**src/inc/spi_port_defines.vh**
```
/*
 constants for the three-wire serial port: divider, burst pacing, field widths.
 assumes a single 200 MHz clock; included by bare name from the design file.
*/
// Function
// - master drives serial clock, samples miso side, drives mosi side.
// - slave takes serial clock in, drives miso side, samples mosi side.
// - compat mode: miso side always output, mosi side always input, select ignored.
// - every serial clock cycle shifts one bit out and one bit in.
// - slave with select enabled: select high floats the serial output driver.
// - master bit rate is input clock over four times two to the code.
// - faster variant rates scale with system clock, same divisor law.
// - codes five and faster send byte pairs with fixed pair spacing.
// - slave never paces, so overruns occur; master paces every byte.
// - clock idles high by default, invert makes it idle low.
// - edge option selects phase: negative gives cpha 0, positive cpha 1.
// - idle high with negative edge samples on fall; idle low on rise.
// - cpha 1 presents on first transition, latches on second.
// - cpha 0 presents before first transition, latches on it.
// - clock code defaults to zero and only matters in master role.
// - edge option defaults to positive, phase one.
// - one transfer moves at most 255 bytes each way, then signals done.
`ifndef SPI_PORT_DEFINES_VH
`define SPI_PORT_DEFINES_VH
`define CLK_MHZ 200
`define HALF_BASE 9'h002
`define CODE_DEFAULT 3'h0
`define BURST_MAX_CODE 3'h5
`define PAIR_SPACING_US 400
`define PAIR_SPACING_REF_MHZ 10
`define PAIR_SPACING_CYC (`PAIR_SPACING_US * `PAIR_SPACING_REF_MHZ)
`define BYTE_LAST_BIT 3'h7
`define FIFO_WIDTH 8
`define FIFO_DEPTH 16
`define FIFO_AW 4
`endif

```
**src/verilog/spi_port_master_slave.v**
```verilog
/*
 three-wire full-duplex serial port, master or slave, with a receive fifo.
 assumes pin inputs are already synchronous to clk_in; the pad ring resolves
 each pin from its _out and _oe pair.
*/
`include "spi_port_defines.vh"
`default_nettype none

////////////////////////////////////////////////////////////////////////////////
// receive fifo, registered output stage in front of the storage
module rx_fifo #(
   parameter WIDTH = 8,
   parameter DEPTH = 16,
   parameter AW = 4
) (
   // clock and reset
   input wire clk_in,
   input wire rst_n_in,
   // fill side
   input wire [WIDTH-1:0] in_data_in,
   input wire in_valid_in,
   output reg in_ready_out,
   // drain side
   output reg [WIDTH-1:0] out_data_out,
   output reg out_valid_out,
   input wire out_ready_in
);
   localparam [AW:0] DEPTH_C = DEPTH;
   reg [WIDTH-1:0] mem_r [0:DEPTH-1];
   reg [AW-1:0] wr_ptr_r;
   reg [AW-1:0] rd_ptr_r;
   reg [AW:0] count_r;
   wire push = in_valid_in && in_ready_out;
   wire pop = (count_r != {(AW+1){1'b0}}) && (!out_valid_out || out_ready_in);
   wire [AW:0] count_nxt = count_r + {{AW{1'b0}}, push} - {{AW{1'b0}}, pop};

   // storage needs no reset, pointers guard it
   always @(posedge clk_in) begin
      if (push) begin
         mem_r[wr_ptr_r] <= in_data_in;
      end
   end

   // pointers, level and output stage
   always @(posedge clk_in or negedge rst_n_in) begin
      if (!rst_n_in) begin
         wr_ptr_r <= {AW{1'b0}};
         rd_ptr_r <= {AW{1'b0}};
         count_r <= {(AW+1){1'b0}};
         in_ready_out <= 1'b0;
         out_valid_out <= 1'b0;
         out_data_out <= {WIDTH{1'b0}};
      end else begin
         count_r <= count_nxt;
         in_ready_out <= (count_nxt != DEPTH_C);  // registered, so full shows one cycle late-free
         if (push) begin
            wr_ptr_r <= wr_ptr_r + {{(AW-1){1'b0}}, 1'b1};
         end
         if (pop) begin
            rd_ptr_r <= rd_ptr_r + {{(AW-1){1'b0}}, 1'b1};
            out_data_out <= mem_r[rd_ptr_r];
            out_valid_out <= 1'b1;
         end else if (out_ready_in) begin
            out_valid_out <= 1'b0;
         end
      end
   end
endmodule

////////////////////////////////////////////////////////////////////////////////
// serial engine
module spi_port_master_slave (
   // clock and reset
   input wire clk_in,
   input wire rst_n_in,
   // configuration, role bits caught once after reset
   input wire master_mode_in,
   input wire compat_mode_in,
   input wire select_enable_in,
   input wire [2:0] clock_code_in,
   input wire clock_edge_pos_in,
   input wire clock_invert_in,
   // transfer control and status
   input wire start_in,
   input wire [7:0] byte_count_in,
   output reg busy_out,
   output reg done_out,
   output reg overrun_out,
   input wire clear_overrun_in,
   // transmit bytes
   input wire [7:0] tx_data_in,
   output reg tx_taken_out,
   // receive bytes
   output wire [7:0] rx_data_out,
   output wire rx_valid_out,
   input wire rx_ready_in,
   // serial pins
   input wire serial_clock_pin_in,
   output reg serial_clock_pin_out,
   output reg serial_clock_pin_oe_out,
   input wire data_pin_miso_side_in,
   output reg data_pin_miso_side_out,
   output reg data_pin_miso_side_oe_out,
   input wire data_pin_mosi_side_in,
   output reg data_pin_mosi_side_out,
   output reg data_pin_mosi_side_oe_out,
   input wire slave_select_pin_in
);
   localparam [1:0] ST_IDLE = 2'h0;
   localparam [1:0] ST_LOAD = 2'h1;
   localparam [1:0] ST_SHIFT = 2'h2;
   localparam [11:0] SPACING_C = `PAIR_SPACING_CYC;

   // half serial period minus one, in clk_in cycles
   function [8:0] half_last;
      input [2:0] code;
      begin
         half_last = (`HALF_BASE << code) - 9'h001;
      end
   endfunction

   reg cfg_done_r;
   reg master_r;
   reg compat_r;
   reg sel_en_r;
   reg [2:0] code_r;
   reg cpha_r;
   reg cpol_r;
   reg [1:0] state_r;
   reg [7:0] remain_r;
   reg [2:0] bitcnt_r;
   reg [7:0] tx_sh_r;
   reg [7:0] rx_sh_r;
   reg out_bit_r;
   reg sclk_prev_r;
   reg [8:0] div_r;
   reg pair_second_r;
   reg [11:0] spacing_r;
   reg rx_push_r;
   reg [7:0] rx_byte_r;
   wire fifo_ready;

   ////////////////////////////////////////////////////////////////////////////
   // edge detection, shared by both roles
   wire selected = compat_r || !sel_en_r || !slave_select_pin_in;
   wire shifting = (state_r == ST_SHIFT);
   wire tick = master_r && shifting && (div_r == half_last(code_r));
   wire pin_lead = (serial_clock_pin_in != cpol_r) && (sclk_prev_r == cpol_r);
   wire pin_trail = (serial_clock_pin_in == cpol_r) && (sclk_prev_r != cpol_r);
   wire slave_go = !master_r && selected && shifting;
   wire lead = (tick && serial_clock_pin_out == cpol_r) || (slave_go && pin_lead);
   wire trail = (tick && serial_clock_pin_out != cpol_r) || (slave_go && pin_trail);
   // data in comes from miso side only for a normal master
   wire din = (master_r && !compat_r) ? data_pin_miso_side_in : data_pin_mosi_side_in;
   wire shift_ev = cpha_r ? lead : trail;
   wire sample_ev = cpha_r ? trail : lead;
   wire byte_end = trail && (bitcnt_r == `BYTE_LAST_BIT);
   wire [7:0] rx_full = cpha_r ? {rx_sh_r[6:0], din} : rx_sh_r;
   // pair pacing keeps the average rate down at the fast codes
   wire gap_ok = (code_r > `BURST_MAX_CODE) || pair_second_r || (spacing_r >= SPACING_C);
   wire can_load = !master_r || (fifo_ready && !rx_push_r && gap_ok);

   ////////////////////////////////////////////////////////////////////////////
   // control, shifter and pins
   always @(posedge clk_in or negedge rst_n_in) begin
      if (!rst_n_in) begin
         cfg_done_r <= 1'b0;
         master_r <= 1'b0;
         compat_r <= 1'b0;
         sel_en_r <= 1'b0;
         code_r <= `CODE_DEFAULT;
         cpha_r <= 1'b1;
         cpol_r <= 1'b1;
         state_r <= ST_IDLE;
         remain_r <= 8'h00;
         bitcnt_r <= 3'h0;
         tx_sh_r <= 8'h00;
         rx_sh_r <= 8'h00;
         out_bit_r <= 1'b0;
         sclk_prev_r <= 1'b1;
         div_r <= 9'h000;
         pair_second_r <= 1'b0;
         spacing_r <= 12'h000;
         rx_push_r <= 1'b0;
         rx_byte_r <= 8'h00;
         busy_out <= 1'b0;
         done_out <= 1'b0;
         overrun_out <= 1'b0;
         tx_taken_out <= 1'b0;
         serial_clock_pin_out <= 1'b1;
         serial_clock_pin_oe_out <= 1'b0;
         data_pin_miso_side_out <= 1'b0;
         data_pin_miso_side_oe_out <= 1'b0;
         data_pin_mosi_side_out <= 1'b0;
         data_pin_mosi_side_oe_out <= 1'b0;
      end else begin
         done_out <= 1'b0;
         tx_taken_out <= 1'b0;
         rx_push_r <= 1'b0;
         sclk_prev_r <= serial_clock_pin_in;
         // role bits are caught once, never changed afterwards
         if (!cfg_done_r) begin
            cfg_done_r <= 1'b1;
            master_r <= master_mode_in;
            compat_r <= compat_mode_in;
            sel_en_r <= select_enable_in;
         end
         if (spacing_r != 12'hfff) begin
            spacing_r <= spacing_r + 12'h001;
         end
         // set wins over clear on the same edge
         if (rx_push_r && !fifo_ready) begin
            overrun_out <= 1'b1;
         end else if (clear_overrun_in) begin
            overrun_out <= 1'b0;
         end
         // pin directions; compat ignores select entirely
         serial_clock_pin_oe_out <= cfg_done_r && master_r;
         data_pin_mosi_side_oe_out <= cfg_done_r && master_r && !compat_r;
         data_pin_miso_side_oe_out <= cfg_done_r && (compat_r || (!master_r && selected));
         data_pin_miso_side_out <= out_bit_r;
         data_pin_mosi_side_out <= out_bit_r;
         case (state_r)
            ST_IDLE: begin
               // clock shape may only change between transfers
               code_r <= clock_code_in;
               cpha_r <= clock_edge_pos_in;
               cpol_r <= !clock_invert_in;
               serial_clock_pin_out <= !clock_invert_in;
               if (start_in && cfg_done_r) begin
                  remain_r <= byte_count_in;
                  busy_out <= 1'b1;
                  pair_second_r <= 1'b0;
                  spacing_r <= SPACING_C;
                  state_r <= ST_LOAD;
               end
            end
            ST_LOAD: begin
               serial_clock_pin_out <= cpol_r;
               if (remain_r == 8'h00) begin
                  done_out <= 1'b1;
                  busy_out <= 1'b0;
                  state_r <= ST_IDLE;
               end else if (can_load) begin
                  tx_taken_out <= 1'b1;
                  bitcnt_r <= 3'h0;
                  div_r <= 9'h000;
                  if (!pair_second_r) begin
                     spacing_r <= 12'h000;
                  end
                  // phase 0 puts the first bit out before any edge
                  if (cpha_r) begin
                     tx_sh_r <= tx_data_in;
                  end else begin
                     out_bit_r <= tx_data_in[7];
                     tx_sh_r <= {tx_data_in[6:0], 1'b0};
                  end
                  state_r <= ST_SHIFT;
               end
            end
            ST_SHIFT: begin
               div_r <= tick ? 9'h000 : div_r + 9'h001;
               if (tick) begin
                  serial_clock_pin_out <= !serial_clock_pin_out;
               end
               if (shift_ev) begin
                  out_bit_r <= tx_sh_r[7];
                  tx_sh_r <= {tx_sh_r[6:0], 1'b0};
               end
               if (sample_ev) begin
                  rx_sh_r <= {rx_sh_r[6:0], din};
               end
               if (trail) begin
                  bitcnt_r <= bitcnt_r + 3'h1;
               end
               // deselect drops a partial byte so the slave realigns
               if (!master_r && !selected) begin
                  bitcnt_r <= 3'h0;
               end
               if (byte_end) begin
                  rx_push_r <= 1'b1;
                  rx_byte_r <= rx_full;
                  remain_r <= remain_r - 8'h01;
                  pair_second_r <= !pair_second_r;
                  state_r <= ST_LOAD;
               end
            end
            default: begin
               state_r <= ST_IDLE;
            end
         endcase
      end
   end

   ////////////////////////////////////////////////////////////////////////////
   // receive buffer; a full buffer stalls the master, costs the slave a byte
   rx_fifo #(
      .WIDTH(`FIFO_WIDTH),
      .DEPTH(`FIFO_DEPTH),
      .AW(`FIFO_AW)
   ) u_rx_fifo (
      .clk_in(clk_in),
      .rst_n_in(rst_n_in),
      .in_data_in(rx_byte_r),
      .in_valid_in(rx_push_r),
      .in_ready_out(fifo_ready),
      .out_data_out(rx_data_out),
      .out_valid_out(rx_valid_out),
      .out_ready_in(rx_ready_in)
   );
endmodule
`default_nettype wire

```
**config.mk**
```make
export PLATFORM = sky130hd
export DESIGN_NAME = spi_port_master_slave
export DESIGN_NICKNAME = d
export VERILOG_FILES = /design/src/verilog/spi_port_master_slave.v
export VERILOG_INCLUDE_DIRS = /design/src /design/src/inc
export SDC_FILE = /design/constraint.sdc
export NUM_CORES = 1
export LEC_CHECK = 0
export BUFFER_PORTS_ARGS = -buffer_cell sky130_fd_sc_hd__buf_2
export CORE_ASPECT_RATIO = 1.75
export CORE_UTILIZATION = 45
export DETAILED_ROUTE_END_ITERATION = 8
export GPL_TIMING_DRIVEN = 0
export SLEW_MARGIN = 20
export SYNTH_ARGS = -nofsm -noshare
export SYNTH_HDL_FRONTEND = slang
export SYNTH_SLANG_ARGS = --single-unit
```
**constraint.sdc**
```tcl
create_clock -name clk_in -period 2.95 [get_ports clk_in]
set_input_delay 0.295 -clock clk_in [delete_from_list [all_inputs] [get_ports clk_in]]
set_output_delay 0.295 -clock clk_in [all_outputs]
set_load 0.005 [all_outputs]
```
Word-level counts from Yosys, hierarchy flattened
Memory sizes are Yosys's and may differ from the RTL's. A register that Yosys moved wholly into a read port is not among the register bits.
Cells that the tools add are included.
{"block": "word_totals", "regBits": 95, "ramBits": 128, "input_bits": 33, "mem_count": 1}
{"name": "u_rx_fifo.mem_r", "depth": 16, "word_bits": 8, "read_ports": 1, "rd_clocked_by_memory_dff": 1, "wr": 1, "line_no": "spi_port_master_slave.v:29", "rtl": "reg [WIDTH-1:0] mem_r [0:DEPTH-1];"}
{"block": "op_classes", "add_sub_neg": 9, "magnitude_cmp": 2, "eq_ne": 22, "shift": 1, "n_mux": 58, "reduce_logical": 62}
{"op": "12-bit 2-to-1 mux", "count": 5}
{"op": "8-bit 2-to-1 mux", "count": 7}
{"op": "8-bit one-hot mux with 2 select lines", "count": 2}
{"op": "9-bit 2-to-1 mux", "count": 3}
{"op": "1-bit 2-to-1 mux", "count": 25}
{"op": "12-bit one-hot mux with 2 select lines", "count": 1}
{"op": "1-bit logical AND", "count": 22}
{"op": "9-bit one-hot mux with 2 select lines", "count": 1}
{"op": "12-bit by 1-bit adder with 12-bit output, second input constant", "count": 1}
{"op": "12-bit greater-or-equal comparator, second input constant", "count": 1}
{"op": "1-bit logical NOT", "count": 12}
{"op": "3-bit 2-to-1 mux", "count": 4}
{"op": "12-bit != test, second input constant", "count": 1}
{"op": "3-bit AND reduction", "count": 4}
{"op": "2-bit != test, second input constant", "count": 5}
{"op": "2-bit nonzero test", "count": 5}
{"op": "9-bit by 1-bit adder with 9-bit output, second input constant", "count": 1}
{"op": "9-bit == test", "count": 1}
{"op": "1-bit logical OR", "count": 9}
{"op": "2-bit by 3-bit << shifter with 9-bit output, first input constant", "count": 1}
{"op": "9-bit by 1-bit subtractor with 9-bit output, second input constant", "count": 1}
{"op": "4-bit by 1-bit adder with 4-bit output, second input constant", "count": 2}
{"op": "8-bit logical NOT", "count": 1}
{"op": "2-bit 2-to-1 mux", "count": 4}
{"op": "other kinds (24)", "count": 35}

Logic depth before layout (Yosys ltp)
Gate-level depths: netlist of run 1.
{"block": "logic_depth", "word_depth": 10, "ltp_mapped": 16}

By module
From an unflattened synthesis of run 1, not the netlist that was laid out.
{"block": "hier_totals", "cells_unflattened": 745, "area_unflattened_um2": 10427.5}
{"module": "rx_fifo", "n_inst": 1, "cells_per_inst": 304, "area_each_um2": 6063.3, "seq_area_each_um2": 4419.2}
{"module": "spi_port_master_slave", "n_inst": 1, "cells_per_inst": 441, "area_each_um2": 4364.2, "seq_area_each_um2": 2006.9}

Worst setup path after synthesis of run 1
No wires, ideal clock.
{"block": "synth_timing", "path_kind": "register -> register", "from": "reg code_r[1]", "to": "reg tx_sh_r[0]", "arrival_time_ns": 3.135, "required_ns": 2.825, "slack_ns": -0.310, "stages_incl_launch_ff": 12, "synth_period_minus_slack_ns": 3.260, "path_cell_list": "dfrtp_1 > buf_2 > or3_1 > ha_1 > buf_2 > xor2_1 > or3_1 > a311o_1 > o41ai_2 > o221a_1 > buf_6 > mux2_4"}
{"block": "synth_between", "elab_chain_cells": 9, "word_cells_on_any_way": 17, "classes_between": "add/sub (1); order compare (1); eq/ne (3); shift (1); mux (1); reduce/logical (10)"}
{"element": "from (decl)", "line_no": "spi_port_master_slave.v:126", "rtl": "reg [2:0] code_r;"}
{"element": "from (signal assigned)", "line_no": "spi_port_master_slave.v:171", "rtl": "code_r <= `CODE_DEFAULT;"}
{"element": "from (signal assigned)", "line_no": "spi_port_master_slave.v:226", "rtl": "code_r <= clock_code_in;"}
{"element": "2-bit by 3-bit << shifter with 9-bit output (no line)"}
{"element": "9-bit by 1-bit subtractor with 9-bit output", "line_no": "spi_port_master_slave.v:118", "rtl": "half_last = (`HALF_BASE << code) - 9'h001;"}
{"element": "9-bit == test", "line_no": "spi_port_master_slave.v:147", "rtl": "wire tick = master_r && shifting && (div_r == half_last(code_r));"}
{"element": "1-bit logical AND", "line_no": "spi_port_master_slave.v:147"}
{"element": "1-bit logical AND (on tied branches)", "line_no": "spi_port_master_slave.v:152, spi_port_master_slave.v:151"}
{"element": "1-bit logical OR (on tied branches)", "line_no": "spi_port_master_slave.v:152, spi_port_master_slave.v:151"}
{"element": "1-bit 2-to-1 mux", "line_no": "spi_port_master_slave.v:155", "rtl": "wire shift_ev = cpha_r ? lead : trail;"}
{"element": "2-bit by 1-bit != test with 1-bit output (no line)"}
{"element": "4-bit AND reduction (no line) (*)"}
{"element": "to (signal assigned)", "line_no": "spi_port_master_slave.v:253", "rtl": "tx_sh_r <= tx_data_in;"}
{"element": "to (signal assigned)", "line_no": "spi_port_master_slave.v:256", "rtl": "tx_sh_r <= {tx_data_in[6:0], 1'b0};"}
{"element": "to (signal assigned)", "line_no": "spi_port_master_slave.v:268", "rtl": "tx_sh_r <= {tx_sh_r[6:0], 1'b0};"}
{"element": "to (decl)", "line_no": "spi_port_master_slave.v:132", "rtl": "reg [7:0] tx_sh_r;"}
Every way passes the cells marked *; elsewhere a longest branch is shown, timed or not.
A chain may end at the register's enable or synchronous reset.

Worst setup path after layout of run 1
{"block": "layout_timing", "from": "reg code_r[2]", "to": "reg tx_sh_r[5]"}
Same word-level chain as after synthesis.

==> Flow_metrics.wiki, run 1 <==
{| class="wikitable"
! Metric !! Value
|-
| Max Transition Viols Final || 0
|-
| Deepest level of the CTS H-tree || 1
|-
| Top cell type by total area after synthesis || sky130_fd_sc_hd__edfxtp_1
|-
| Layout area overhead || 20.6%
|-
| Final global-route overflow total || 0
|-
| Placeable core region || around 0.023 sq mm
|-
| Unrepaired setup endpoints after global routing || true
|-
| Vias after detailed routing || around 6400
|-
| Initial antenna violation count || 0
|-
| Worst rel slew slack || 0.458
|-
| Maximum vdd drop || 0.728 mV
|-
| Xor-xnor portion of the synthesized cell area || 0.0243
|-
| Number of cells on the worst reg-to-reg path || 10
|-
| Source-to-sink clock delay at the later pin of the worst-skew pair || 0.51 ns
|-
| Ys flop type || sky130_fd_sc_hd__edfxtp_1
|-
| Register bit total from synthesis || approximately 230
|-
| Total Die Area || ~0.024 sq mm
|-
| Number of placement rows || between 70 and 80
|-
| Post-synthesis cell count || between 700 and 800
|-
| Adder-Cell Fraction of Synth Area || 0.0294
|-
| EDFF count, synth || 128
|-
| Data required time of the critical path || 3.34 ns
|-
| Sequential element share of the synthesized area || 0.614
|-
| Remaining DRCs || 0
|-
| Pin count of the biggest net entering global routing || 54
|-
| Met3 usage || 0.0226
|-
| Routing usage on met1 || 0.215
|-
| Min Tclk post-route || ~3.2 ns
|-
| Endpoints failing hold || 0
|-
| Crit. End Element || register
|-
| Worst setup skew after layout || approximately 0.023 ns
|-
| Post-route ant nets || 0
|-
| Slew at the pin closest to its max-slew limit || around 0.81 ns
|-
| Distinct cell type count of the synthesized netlist || between 70 and 80
|-
| Leakage component of the power || approximately 0.0047 uW
|-
| Top-level I/O count || 52
|-
| Worst-case setup margin in the final layout || -0.278 ns
|-
| Number of I/O port buffers || 51
|-
| Compound-Gate Fraction of Synth Area || 0.0805
|-
| CTS tree || built
|-
| HP Start || clock_code_in[0]
|-
| Critical path fanouts, max || 8
|-
| Share of synthesized flip-flops with an asynchronous set or reset || 0.446
|-
| Total Nets Final || a little under 900
|-
| Net Sw Power || approximately 3800 uW
|-
| Share of final-layout standard cells stronger than drive strength 1 || 0.314
|-
| Number of nets in the synthesized netlist || 775
|-
| Global routing's busiest layer || met2
|-
| DRT Wirelength || 23.9 mm
|-
| Final worst-path cycle share || 1.09
|-
| Critical R2R Capture || tx_sh_r[5]
|-
| Number of buffers between clock root and the deepest sink || 3
|-
| Portion of total power attributed to combinational logic || 0.368
|-
| Multiplexer share of the synthesized area || 0.144
|-
| Violated checks || negative setup slack
|-
| Finish-stage setup viols || 39
|-
| First-pass GRT wire length || about 38 mm
|-
| Status || finished, violations left
|-
| DR WL/cell || ~21 microns
|-
| Cell with the biggest individual delay on the critical path || sky130_fd_sc_hd__a311o_1
|-
| Ranking of synthesized cells by area || sky130_fd_sc_hd__edfxtp_1, sky130_fd_sc_hd__dfrtp_1, sky130_fd_sc_hd__mux4_2
|-
| Cell chosen for the clock root || sky130_fd_sc_hd__clkbuf_16
|-
| Dominant combinational cell family by area after synthesis || multiplexers
|-
| Vias per inst || 5.61
|-
| Sw frac || 0.336
|-
| Total inserted antenna cells || 0
|-
| Clock sink count || roughly 230
|-
| Detailed placement HPWL || between 15 and 20 mm
|-
| Share of power burned in registers || 0.373
|-
| Minimum setup slack among reg-to-reg paths || -0.28 ns
|-
| Routability-driven placement congestion ratio || between 0.8 and 0.9
|-
| Number of max-cap violations || 0
|-
| Inserted Clock Buffers || 22
|-
| Startpoint of the worst register-to-register path || code_r[2]
|-
| Class of the most critical hold timing path || in2reg
|-
| Iter 0 DRT Violations || between 300 and 400
|-
| Netlist Area Pre-Place || between 0.01 and 0.015 sq mm
|-
| Synth Warn # || 0
|-
| Dpl cells || approximately 1100
|-
| Achievable clock frequency || ~0.31 GHz
|-
| Via count of the first global-routing pass || 7008
|-
| GRT met2 Usage || 0.418
|-
| Worst Path Arrival || between 3 and 4 ns
|-
| Worst path most repeated cell || sky130_fd_sc_hd__buf_6
|-
| Die height || between 200 and 250 microns
|-
| Final non-filler cell total || around 1100
|-
| GRT Overall Usage || 0.213
|-
| Crit start category || register
|-
| Yosys top cell area share || 0.367
|-
| Simple-gate area share of the yosys netlist || 0.0813
|-
| Type of the setup path with the least slack || reg2reg
|-
| Pint || 7590 uW
|-
| Total power draw || between 10000 and 15000 uW
|-
| Initial cell density of the core || 0.460
|-
| Width of the chip || around 120 microns
|-
| Worst hold path endpoint || code_r[0]
|-
| Clock transition at path regs || around 0.07 ns
|-
| Mean instance size in the synthesized netlist || around 15 sq um
|-
| CP peak stage delay || 0.45 ns
|-
| Power density normalized to cell area || 906 mW/mm^2
|-
| Clock Power Share || 0.259
|-
| Hold-critical path depth || 2
|-
| Iteration count of the initial detailed-routing pass || 5
|-
| Cell breakdown of the critical path || buf_6 > or3_4 > ha_4 > xor2_4 > a211o_1 > a311o_1 > o41ai_4 > o221a_1 > buf_6 > mux2_4
|}
stage by stage:
stage | hold WS [ns] | TNS [ns] | instance area (sq um) | util | worst slack (ns)
floorplan | -0.000591 | -2.61 | 10500 | - | -0.250
global placement | 0.360 | -20.28 | 11100 | 0.490 | -0.540
detailed placement | 0.309 | -26.89 | 11200 | 0.491 | -0.657
CTS | 0.0109 | -6.21 | 12400 | 0.544 | -0.285
global route | 0.0171 | -10.32 | 12600 | 0.554 | -0.349
finish | 0.0346 | -7.34 | 12600 | 0.554 | -0.278
how the worst max path moves through the flow:
| stage | start | to | cells past startpoint |
|---|---|---|---|
| 2_1_floorplan | code_r[2] | tx_sh_r[0] | 11 |
| 5_1_grt | code_r[2] | tx_sh_r[5] | 10 |
| 3_5_place_dp | code_r[0] | bitcnt_r[0] | 10 |
| 6_report | code_r[2] | tx_sh_r[5] | 10 |
| 4_1_cts | code_r[2] | tx_sh_r[0] | 10 |
| 3_3_place_gp | code_r[0] | tx_sh_r[5] | 11 |
synth_stat cells (10+ instances only):
| cell | instances |
|---|---|
| sky130_fd_sc_hd__nor2_1 | 23 |
| sky130_fd_sc_hd__mux2_2 | 28 |
| sky130_fd_sc_hd__dfrtp_1 | 99 |
| sky130_fd_sc_hd__and2_1 | 21 |
| sky130_fd_sc_hd__a21oi_1 | 17 |
| sky130_fd_sc_hd__edfxtp_1 | 128 |
| sky130_fd_sc_hd__xor2_1 | 15 |
| sky130_fd_sc_hd__clkbuf_1 | 18 |
| sky130_fd_sc_hd__mux4_2 | 40 |
| sky130_fd_sc_hd__inv_1 | 34 |
| sky130_fd_sc_hd__nand3_1 | 10 |
| sky130_fd_sc_hd__and3_1 | 13 |
| sky130_fd_sc_hd__xnor2_1 | 14 |
| sky130_fd_sc_hd__mux2i_1 | 17 |
| sky130_fd_sc_hd__ha_1 | 23 |
| sky130_fd_sc_hd__o21ai_0 | 29 |
| sky130_fd_sc_hd__nand2_1 | 38 |
layer usage:
metal / up-vias / wire [microns]
met5: - / 0
met4: 0 / 1160
met2: 142 / 13900
li1: 2935 / -
met1: 3263 / 8220
met3: 58 / 656
critical path: cells and delay by family, from the launching register on:
family                   cells  cell delay, ns
multiplexers                 1            0.31
flip-flops                   1            0.37
adder cells (fa/ha/maj)      1            0.20
XOR/XNOR                     1            0.15
AO/OA/AOI/OAI                4            1.42
AND/OR/NAND/NOR              1            0.35
buffers and inverters        2            0.31
power groups by stage:
stage / combinational, uW / sequential [uW] / clock [uW]
after floorplan: 2770 / 4180 / 0
after CTS: 3970 / 4240 / 3040
after global routing: 4590 / 4310 / 3150
after global placement: 3470 / 4240 / 0
after detailed placement: 3620 / 4280 / 0
final: 4200 / 4260 / 2960
flip-flops by register name (all words and copies together), names as in the netlist, 5 cells and up:
name	cells
u_rx_fifo.out_data_out	8
u_rx_fifo.count_r	5
rx_sh_r	8
spacing_r	12
u_rx_fifo.mem_r	128
div_r	9
tx_sh_r	8
rx_byte_r	8
remain_r	8
kinds of logic after synthesis:
group,count (synthesis)
fa+ha+maj,24
compound gates,116
simple gates,157
buf+inv,67
xor+xnor,29
other cells,1
flops,231
mux,93
area by class of cell:
cell class,count,area [sq um]
well taps,300,375
plain buffers,29,174
clock inverters,14,171
fillers,1814,10100
multi-input cells,420,4120
flip-flops and latches,231,6430
repair buffers,86,609
inverters,35,131
clock buffers,26,597
cells in the final DEF, fill, tap and decap left out, drive strengths merged, types with 8 or more instances in the layout:
cell type / n
dfrtp: 99
mux4: 40
a2bb2oi: 9
and2: 21
a22o: 9
ha: 23
a21oi: 18
nand2: 38
xnor2: 14
buf: 92
nor3: 10
o211ai: 8
xor2: 15
nor2: 23
mux2i: 17
o21ai: 30
edfxtp: 128
mux2: 36
a211oi: 8
nor2b: 9
and3: 13
nand3: 10
clkbuf: 41
inv: 37
repair_timing:
action | 4_1_cts | 5_1_grt
setup endpoints to repair | 63 | 60
hold buffers | 5 | 0
gates resized for setup | 47 | 51
pin swaps | 19 | 9
hold endpoints to repair | 50 | 0
setup buffers | 23 | 7
cloned | 1 | 0
Power figures use the tool's default switching activity.
==> run 2: changes to the inputs <==
--- a/config.mk
+++ b/config.mk
@@ -7,7 +7,7 @@
 export NUM_CORES = 1
 export LEC_CHECK = 0
 export BUFFER_PORTS_ARGS = -buffer_cell sky130_fd_sc_hd__buf_2
-export CORE_ASPECT_RATIO = 1.75
+export CORE_ASPECT_RATIO = 2
 export CORE_UTILIZATION = 45
 export DETAILED_ROUTE_END_ITERATION = 8
 export GPL_TIMING_DRIVEN = 0
==> run 2 against run 1 <==
  * The flow still finishes with violations (negative setup slack)
  * Non-clock buffer count rose by 5
  * Clock power down 9.8%
  * Setup slack lost 0.031 ns
  * Routed wire length increased by 0.48%
  * Sequential cell count unchanged
  * Utilization is 0.40 points lower
  * Maximum frequency shrank 0.96%
  * Power down 1.8%
==> Flow_metrics.wiki, run 2 (synthesis results as in run 1) <==
{| class="wikitable"
! Metric !! Value
|-
| Utilization after layout || 0.551 (-0.00398)
|-
| Slew at the pin closest to its max-slew limit || 0.798 ns (-0.00898 ns)
|-
| Max Transition Viols Final || 0 (unchanged)
|-
| Clock transition at path regs || 0.07 ns (about the same)
|-
| Worst Path Arrival || 3.64 ns (+0.02 ns)
|-
| Commonest cells after routing, fill and taps aside || sky130_fd_sc_hd__edfxtp_1, sky130_fd_sc_hd__dfrtp_1, sky130_fd_sc_hd__buf_2
|-
| Cell chosen for the clock root || sky130_fd_sc_hd__clkbuf_16
|-
| Number of I/O port buffers || 51 (unchanged)
|-
| Endpoints failing hold || 0 (unchanged)
|-
| Power density normalized to cell area || 896 mW/mm^2 (-1.1%)
|-
| Number of placement rows || 78 (+6.8%)
|-
| Die height || 218 microns (+6.8%)
|-
| Routability-driven placement congestion ratio || 0.830 (+1.7%)
|-
| Data required time of the critical path || 3.33 ns (about the same)
|-
| Inserted Clock Buffers || 21 (-4.5%)
|-
| Layout area overhead || 19.7%
|-
| Critical path fanouts, max || 8 (unchanged)
|-
| Initial antenna violation count || 0 (unchanged)
|-
| Vias per inst || 5.61 (about the same)
|-
| Minimum setup slack among reg-to-reg paths || -0.31 ns (-0.03 ns)
|-
| Share of power burned in registers || 0.381 (+0.008)
|-
| Vias after detailed routing || 6296 (-1.6%)
|-
| DRT Wirelength || 24.0 mm (+0.48%)
|-
| Pint || 7380 uW (-2.7%)
|-
| Number of flip-flops in the largest register || 128 (unchanged)
|-
| DR WL/cell || 21.4 microns (+2.1%)
|-
| First-pass GRT wire length || 37.9 mm (-0.18%)
|-
| Min Tclk post-route || 3.26 ns (+0.0314 ns)
|-
| Achievable clock frequency || 0.307 GHz (-0.96%)
|-
| Total power draw || 11200 uW (-1.8%)
|-
| Deepest level of the CTS H-tree || 1 (unchanged)
|-
| Post-route ant nets || 0 (unchanged)
|-
| GRT Overall Usage || 0.214 (+0.00135)
|-
| Number of max-cap violations || 0 (unchanged)
|-
| Detailed placement HPWL || 17.3 mm (+1.1%)
|-
| Crit. End Element || register
|-
| Worst-case setup margin in the final layout || -0.309 ns (-0.0314 ns)
|-
| Width of the chip || 110 microns (-6.3%)
|-
| Class of the most critical hold timing path || in2reg
|-
| Largest regs || u_rx_fifo.mem_r (128), spacing_r (12), div_r (9)
|-
| Share of final-layout standard cells stronger than drive strength 1 || 0.300 (-0.0138)
|-
| Placeable core region || 0.0227 sq mm (about the same)
|-
| Iter 0 DRT Violations || 278 (-15%)
|-
| Total Nets Final || 886 (+0.45%)
|-
| Finish-stage setup viols || 39 (unchanged)
|-
| Worst rel slew slack || 0.468 (+0.00960)
|-
| Sw frac || 0.342 (+0.00620)
|-
| Number of buffers between clock root and the deepest sink || 3 (unchanged)
|-
| Register name with the most flops || u_rx_fifo.mem_r
|-
| Crit start category || register
|-
| Initial cell density of the core || 0.460 (about the same)
|-
| Unrepaired setup endpoints after global routing || true
|-
| Pin count of the biggest net entering global routing || 68 (+26%)
|-
| Top-level I/O count || 52 (unchanged)
|-
| Portion of total power attributed to combinational logic || 0.381 (+0.013)
|-
| Violated checks || negative setup slack
|-
| Most common library cell in the layout ignoring fill and taps || sky130_fd_sc_hd__edfxtp_1
|-
| Total inserted antenna cells || 0 (unchanged)
|-
| Final global-route overflow total || 0 (unchanged)
|-
| Status || finished, violations left
|-
| Worst setup skew after layout || 0.0143 ns (-0.00832 ns)
|-
| Remaining DRCs || 0 (unchanged)
|-
| Maximum vdd drop || 0.838 mV (+15%)
|-
| Via count of the first global-routing pass || 6888 (-1.7%)
|-
| Clock Power Share || 0.238 (-0.021)
|-
| Clock sink count || 231 (unchanged)
|-
| Leakage component of the power || 0.00466 uW (-0.75%)
|-
| Final worst-path cycle share || 1.10 (+0.0106)
|-
| Type of the setup path with the least slack || reg2reg
|-
| CTS tree || built
|-
| Iteration count of the initial detailed-routing pass || 4 (-1)
|-
| Worst hold-check slack || 0.0252 ns (-0.00940 ns)
|-
| Total Die Area || 0.0239 sq mm (about the same)
|-
| Source-to-sink clock delay at the later pin of the worst-skew pair || 0.50 ns (about the same)
|-
| Net Sw Power || 3840 uW (about the same)
|}
==> run 2: cell count changes in the layout (fill, tap and decap cells not counted), sizes merged <==
cell           delta
bufinv            -1
clkbuf            +2
clkdlybuf4s15     -1
inv               -2
clkinv            -2
buf               +6
==> run 2: what timing repair did <==
item / in CTS / in global routing
setup endpoints to repair: 63 / 59
hold buffers: 5 / 0
endpoints found under the hold margin: 38 / 0
gates cloned: 2 / 0
pin swaps: 19 / 16
resized for setup: 51 / 35
setup buffers: 22 / 11
==> run 2: metrics by stage <==
stage	area, sq um	setup TNS, ns	setup slack [ns]	cells
6_report	12500	-6.43	-0.309	1123
5_1_grt	12500	-9.08	-0.333	1123
4_1_cts	12300	-7.69	-0.355	1113
3_5_place_dp	11100	-25.43	-0.606	1050
3_3_place_gp	11100	-21.28	-0.563	1049
2_1_floorplan	10500	-2.61	-0.250	718
==> run 2: area by class of cell <==
class / count / area (sq um)
Buffer: 28 / 156
Clock buffer: 28 / 552
Clock inverter: 9 / 103
Fill cell: 1850 / 10200
Inverter: 35 / 131
Multi-Input combinational cell: 420 / 4110
Sequential cell: 231 / 6430
Tap cell: 280 / 350
Timing Repair Buffer: 92 / 688
==> run 2: final timing paths <==
check,startpoint,end,depth (start not counted)
worst max-delay path,code_r[0],tx_sh_r[4],9
worst min-delay path,clock_code_in[1],code_r[1],2
worst max register to register,code_r[0],tx_sh_r[4],9
worst min register to register,out_bit_r,data_pin_mosi_side_out,0
max in group asynchronous,rst_n_in,cpha_r,3
min in group asynchronous,rst_n_in,spacing_r[9],2
==> run 2: worst max-delay path, stage by stage, from the launching register on <==
cell	delay, ns
sky130_fd_sc_hd__dfrtp_2	0.48
sky130_fd_sc_hd__or3_4	0.37
sky130_fd_sc_hd__ha_4	0.20
sky130_fd_sc_hd__xor2_4	0.16
sky130_fd_sc_hd__a211o_1	0.30
sky130_fd_sc_hd__a311o_2	0.45
sky130_fd_sc_hd__o41ai_4	0.41
sky130_fd_sc_hd__o221a_1	0.28
sky130_fd_sc_hd__buf_6	0.17
sky130_fd_sc_hd__mux2_4	0.31
==> run 2: power groups by stage <==
| stage | registers [uW] | logic [uW] | clock network (uW) |
|---|---|---|---|
| 3_3_place_gp | 4240 | 3470 | 0 |
| 5_1_grt | 4340 | 4620 | 2850 |
| 2_1_floorplan | 4180 | 2770 | 0 |
| 3_5_place_dp | 4280 | 3630 | 0 |
| 4_1_cts | 4250 | 4050 | 2740 |
| 6_report | 4280 | 4270 | 2670 |
==> run 2: metal layers <==
metal / wire length [microns] / up-vias / GRT usage
met5: 0 / - / 0
met4: 968 / 0 / 0.0982
met3: 580 / 54 / 0.0215
met2: 14500 / 133 / 0.428
met1: 8010 / 3190 / 0.209
li1: - / 2919 / -
==> run 3: changes to the inputs <==
==> constraint.sdc (replaced) <==
create_clock -name clk_in -period 2.75 [get_ports clk_in]
set_input_delay 0.275 -clock clk_in [delete_from_list [all_inputs] [get_ports clk_in]]
set_output_delay 0.275 -clock clk_in [all_outputs]
set_load 0.005 [all_outputs]
==> run 3 against run 2 <==
  * The run still ends with negative setup slack left
  * Utilization grew 0.24 points
  * First-iteration DRC count shrank 24%
  * Power grew 8.3%
  * Register-to-register slack lost 0.16 ns
  * Final cell count grew 0.62%
  * Largest power group is now combinational logic
  * Clock power grew 12%
  * Clock skew shrank 0.0066 ns
  * Worst hold slack lost 0.0045 ns
  * Count of clock-buffer cells in the layout shrank 3
  * Setup slack lost 0.16 ns
  * Critical endpoint is now tx_sh_r[5]
==> Flow_metrics.wiki, run 3 (synthesis results as in run 1) <==
{| class="wikitable"
! Metric !! Value
|-
| Status || finished, violations left
|-
| Violated checks || negative setup slack
|-
| Number of flip-flops in the largest register || 128 (unchanged)
|-
| Clock transition at path regs || 0.07 ns (about the same)
|-
| Pint || 8040 uW (+9.0%)
|-
| Worst-case setup margin in the final layout || -0.466 ns (-0.156 ns)
|-
| Number of cells on the worst reg-to-reg path || 9 (unchanged)
|-
| Worst rel slew slack || 0.362 (-0.105)
|-
| Initial cell density of the core || 0.460 (unchanged)
|-
| Leakage component of the power || 0.00468 uW (+0.49%)
|-
| Endpoints failing hold || 0 (unchanged)
|-
| Routability-driven placement congestion ratio || 0.777 (-6.4%)
|-
| Number of filler instances in the final layout || 1868 (+0.97%)
|-
| Minimum setup slack among reg-to-reg paths || -0.47 ns (-0.16 ns)
|-
| Max Transition Viols Final || 0 (unchanged)
|-
| Initial antenna violation count || 0 (unchanged)
|-
| Pin count of the biggest net entering global routing || 78 (+15%)
|-
| Achievable clock frequency || 0.311 GHz (+1.4%)
|-
| Final non-filler cell total || 1130 (+0.62%)
|-
| Iteration count of the initial detailed-routing pass || 4 (unchanged)
|-
| Width of the chip || 110 microns (unchanged)
|-
| Total Die Area || 0.0239 sq mm (unchanged)
|-
| Data required time of the critical path || 3.15 ns (-0.18 ns)
|-
| Via count of the first global-routing pass || 6948 (+0.87%)
|-
| Worst setup startpoint || code_r[2]
|-
| Clock Power Share || 0.246 (+0.008)
|-
| Vias per inst || 5.59 (-0.37%)
|-
| Number of I/O port buffers || 51 (unchanged)
|-
| Iter 0 DRT Violations || 210 (-24%)
|-
| Post-route ant nets || 0 (unchanged)
|-
| Sw frac || 0.338 (-0.00387)
|-
| Post-route cell area || 0.0126 sq mm (+0.44%)
|-
| Post-placement setup slack || -0.847 ns (-0.241 ns)
|-
| Critical path fanouts, max || 8 (unchanged)
|-
| Min Tclk post-route || 3.22 ns (-0.0438 ns)
|-
| Crit. End Element || register
|-
| Slew at the pin closest to its max-slew limit || 0.952 ns (+0.154 ns)
|-
| Placeable core region || 0.0227 sq mm (unchanged)
|-
| Layout area overhead || 20.2%
|-
| Dpl cells || 1050 (unchanged)
|-
| Critical R2R Capture || tx_sh_r[5]
|-
| Worst setup path endpoint || tx_sh_r[5]
|-
| Total Nets Final || 891 (+0.56%)
|-
| Largest regs || u_rx_fifo.mem_r (128), spacing_r (12), div_r (9)
|-
| Portion of total power attributed to combinational logic || 0.378 (-0.003)
|-
| First-pass GRT wire length || 36.9 mm (-2.8%)
|-
| Number of placement rows || 78 (unchanged)
|-
| Unrepaired setup endpoints after global routing || true
|-
| Top-level I/O count || 52 (unchanged)
|-
| Crit start category || register
|-
| Total inserted antenna cells || 0 (unchanged)
|-
| Remaining DRCs || 0 (unchanged)
|-
| Maximum vdd drop || 0.734 mV (-12%)
|-
| Power density normalized to cell area || 967 mW/mm^2 (+7.9%)
|-
| Class of the most critical hold timing path || in2reg
|-
| Deepest level of the CTS H-tree || 1 (unchanged)
|-
| Register name with the most flops || u_rx_fifo.mem_r
|-
| CTS tree || built
|-
| Clock sink count || 231 (unchanged)
|-
| Startpoint of the worst register-to-register path || code_r[2]
|-
| Final worst-path cycle share || 1.17 (+0.0644)
|-
| Worst setup skew after layout || 0.00768 ns (-0.00665 ns)
|-
| Source-to-sink clock delay at the later pin of the worst-skew pair || 0.51 ns (about the same)
|-
| Detailed placement HPWL || 17.0 mm (-1.9%)
|-
| Net Sw Power || 4110 uW (+7.1%)
|-
| Inserted Clock Buffers || 22 (+4.8%)
|-
| Placed inst area || 0.0112 sq mm (+0.63%)
|-
| Most common library cell in the layout ignoring fill and taps || sky130_fd_sc_hd__edfxtp_1
|-
| Type of the setup path with the least slack || reg2reg
|-
| Commonest cells after routing, fill and taps aside || sky130_fd_sc_hd__edfxtp_1, sky130_fd_sc_hd__dfrtp_1, sky130_fd_sc_hd__buf_2
|-
| Die height || 218 microns (unchanged)
|-
| Cell chosen for the clock root || sky130_fd_sc_hd__clkbuf_16
|-
| Total power draw || 12200 uW (+8.3%)
|-
| Vias after detailed routing || 6312 (+0.25%)
|-
| Number of max-cap violations || 0 (unchanged)
|-
| Number of buffers between clock root and the deepest sink || 3 (unchanged)
|-
| Finish-stage setup viols || 49 (+26%)
|-
| Share of final-layout standard cells stronger than drive strength 1 || 0.307 (+0.00694)
|-
| Worst Path Arrival || 3.62 ns (-0.02 ns)
|-
| DR WL/cell || 20.9 microns (-2.4%)
|-
| Final global-route overflow total || 0 (unchanged)
|-
| GRT Overall Usage || 0.209 (-0.00460)
|-
| Share of power burned in registers || 0.377 (-0.004)
|-
| DRT Wirelength || 23.6 mm (-1.8%)
|-
| Worst hold-check slack || 0.0207 ns (-0.00450 ns)
|}
[run 3: cell count changes in the layout (fill, tap and decap cells not counted), sizes merged]
cell and delta:
dlygate4sd3 +6, buf -4, bufinv -1, clkinvlp +2, clkbuf -1, clkinv +3, inv +2
[run 3: critical path, cell delays in order (launching register included)]
cell,delay [ns]
sky130_fd_sc_hd__dfrtp_1,0.42
sky130_fd_sc_hd__or3_4,0.42
sky130_fd_sc_hd__ha_4,0.20
sky130_fd_sc_hd__xor2_4,0.16
sky130_fd_sc_hd__a211o_1,0.30
sky130_fd_sc_hd__a311o_1,0.41
sky130_fd_sc_hd__o41ai_2,0.41
sky130_fd_sc_hd__o221a_1,0.30
sky130_fd_sc_hd__buf_6,0.18
sky130_fd_sc_hd__mux2_4,0.31
[run 3: worst min-delay path by stage]
stage	startpoint	endpoint	slack, ns	cells after the start
final	master_mode_in	master_r	0.02	3
after global routing	master_mode_in	master_r	0.02	3
after CTS	master_mode_in	master_r	0.004	3
after detailed placement	rst_n_in	spacing_r[3]	0.18	1
after global placement	out_bit_r	data_pin_mosi_side_out	0.36	0
after floorplan	rst_n_in	bitcnt_r[0]	-0.02	0
[run 3: power groups by stage]
stage	clock network [uW]	logic, uW	registers, uW
6_report	2990	4590	4580
5_1_grt	3170	4990	4640
4_1_cts	3060	4530	4560
3_5_place_dp	0	3970	4580
2_1_floorplan	0	3070	4490
3_3_place_gp	0	3850	4560
[run 3: cell type report]
class | instances | area, sq um | area share
clock inverter | 15 | 116 | 0.00925
clock buffer | 25 | 593 | 0.0472
inverter | 35 | 131 | 0.0104
tap | 280 | 350 | 0.0279
multi-input combinational | 420 | 4100 | 0.326
timing repair buffer | 97 | 709 | 0.0564
sequential | 231 | 6430 | 0.511
buffer | 27 | 140 | 0.0111
[run 3: stage by stage]
step	setup TNS, ns	util
4_1_cts	-13.23	0.549
3_3_place_gp	-33.14	0.492
2_1_floorplan	-10.92	-
5_1_grt	-16.56	0.553
6_report	-12.87	0.553
3_5_place_dp	-35.75	0.493
[run 3: repair_timing]
| item | CTS | global route |
|---|---|---|
| setup endpoints to repair | 63 | 52 |
| cloned | 2 | 0 |
| pin swaps | 18 | 16 |
| hold endpoints to repair | 36 | 0 |
| setup buffers | 25 | 10 |
| hold buffers | 11 | 0 |
| resized for setup | 43 | 23 |
[run 3: metal layers]
| metal | global-route usage | wire length, microns |
|---|---|---|
| met5 | 0 | 0 |
| met4 | 0.127 | 1400 |
| met3 | 0.0218 | 573 |
| met2 | 0.415 | 13800 |
| met1 | 0.194 | 7780 |
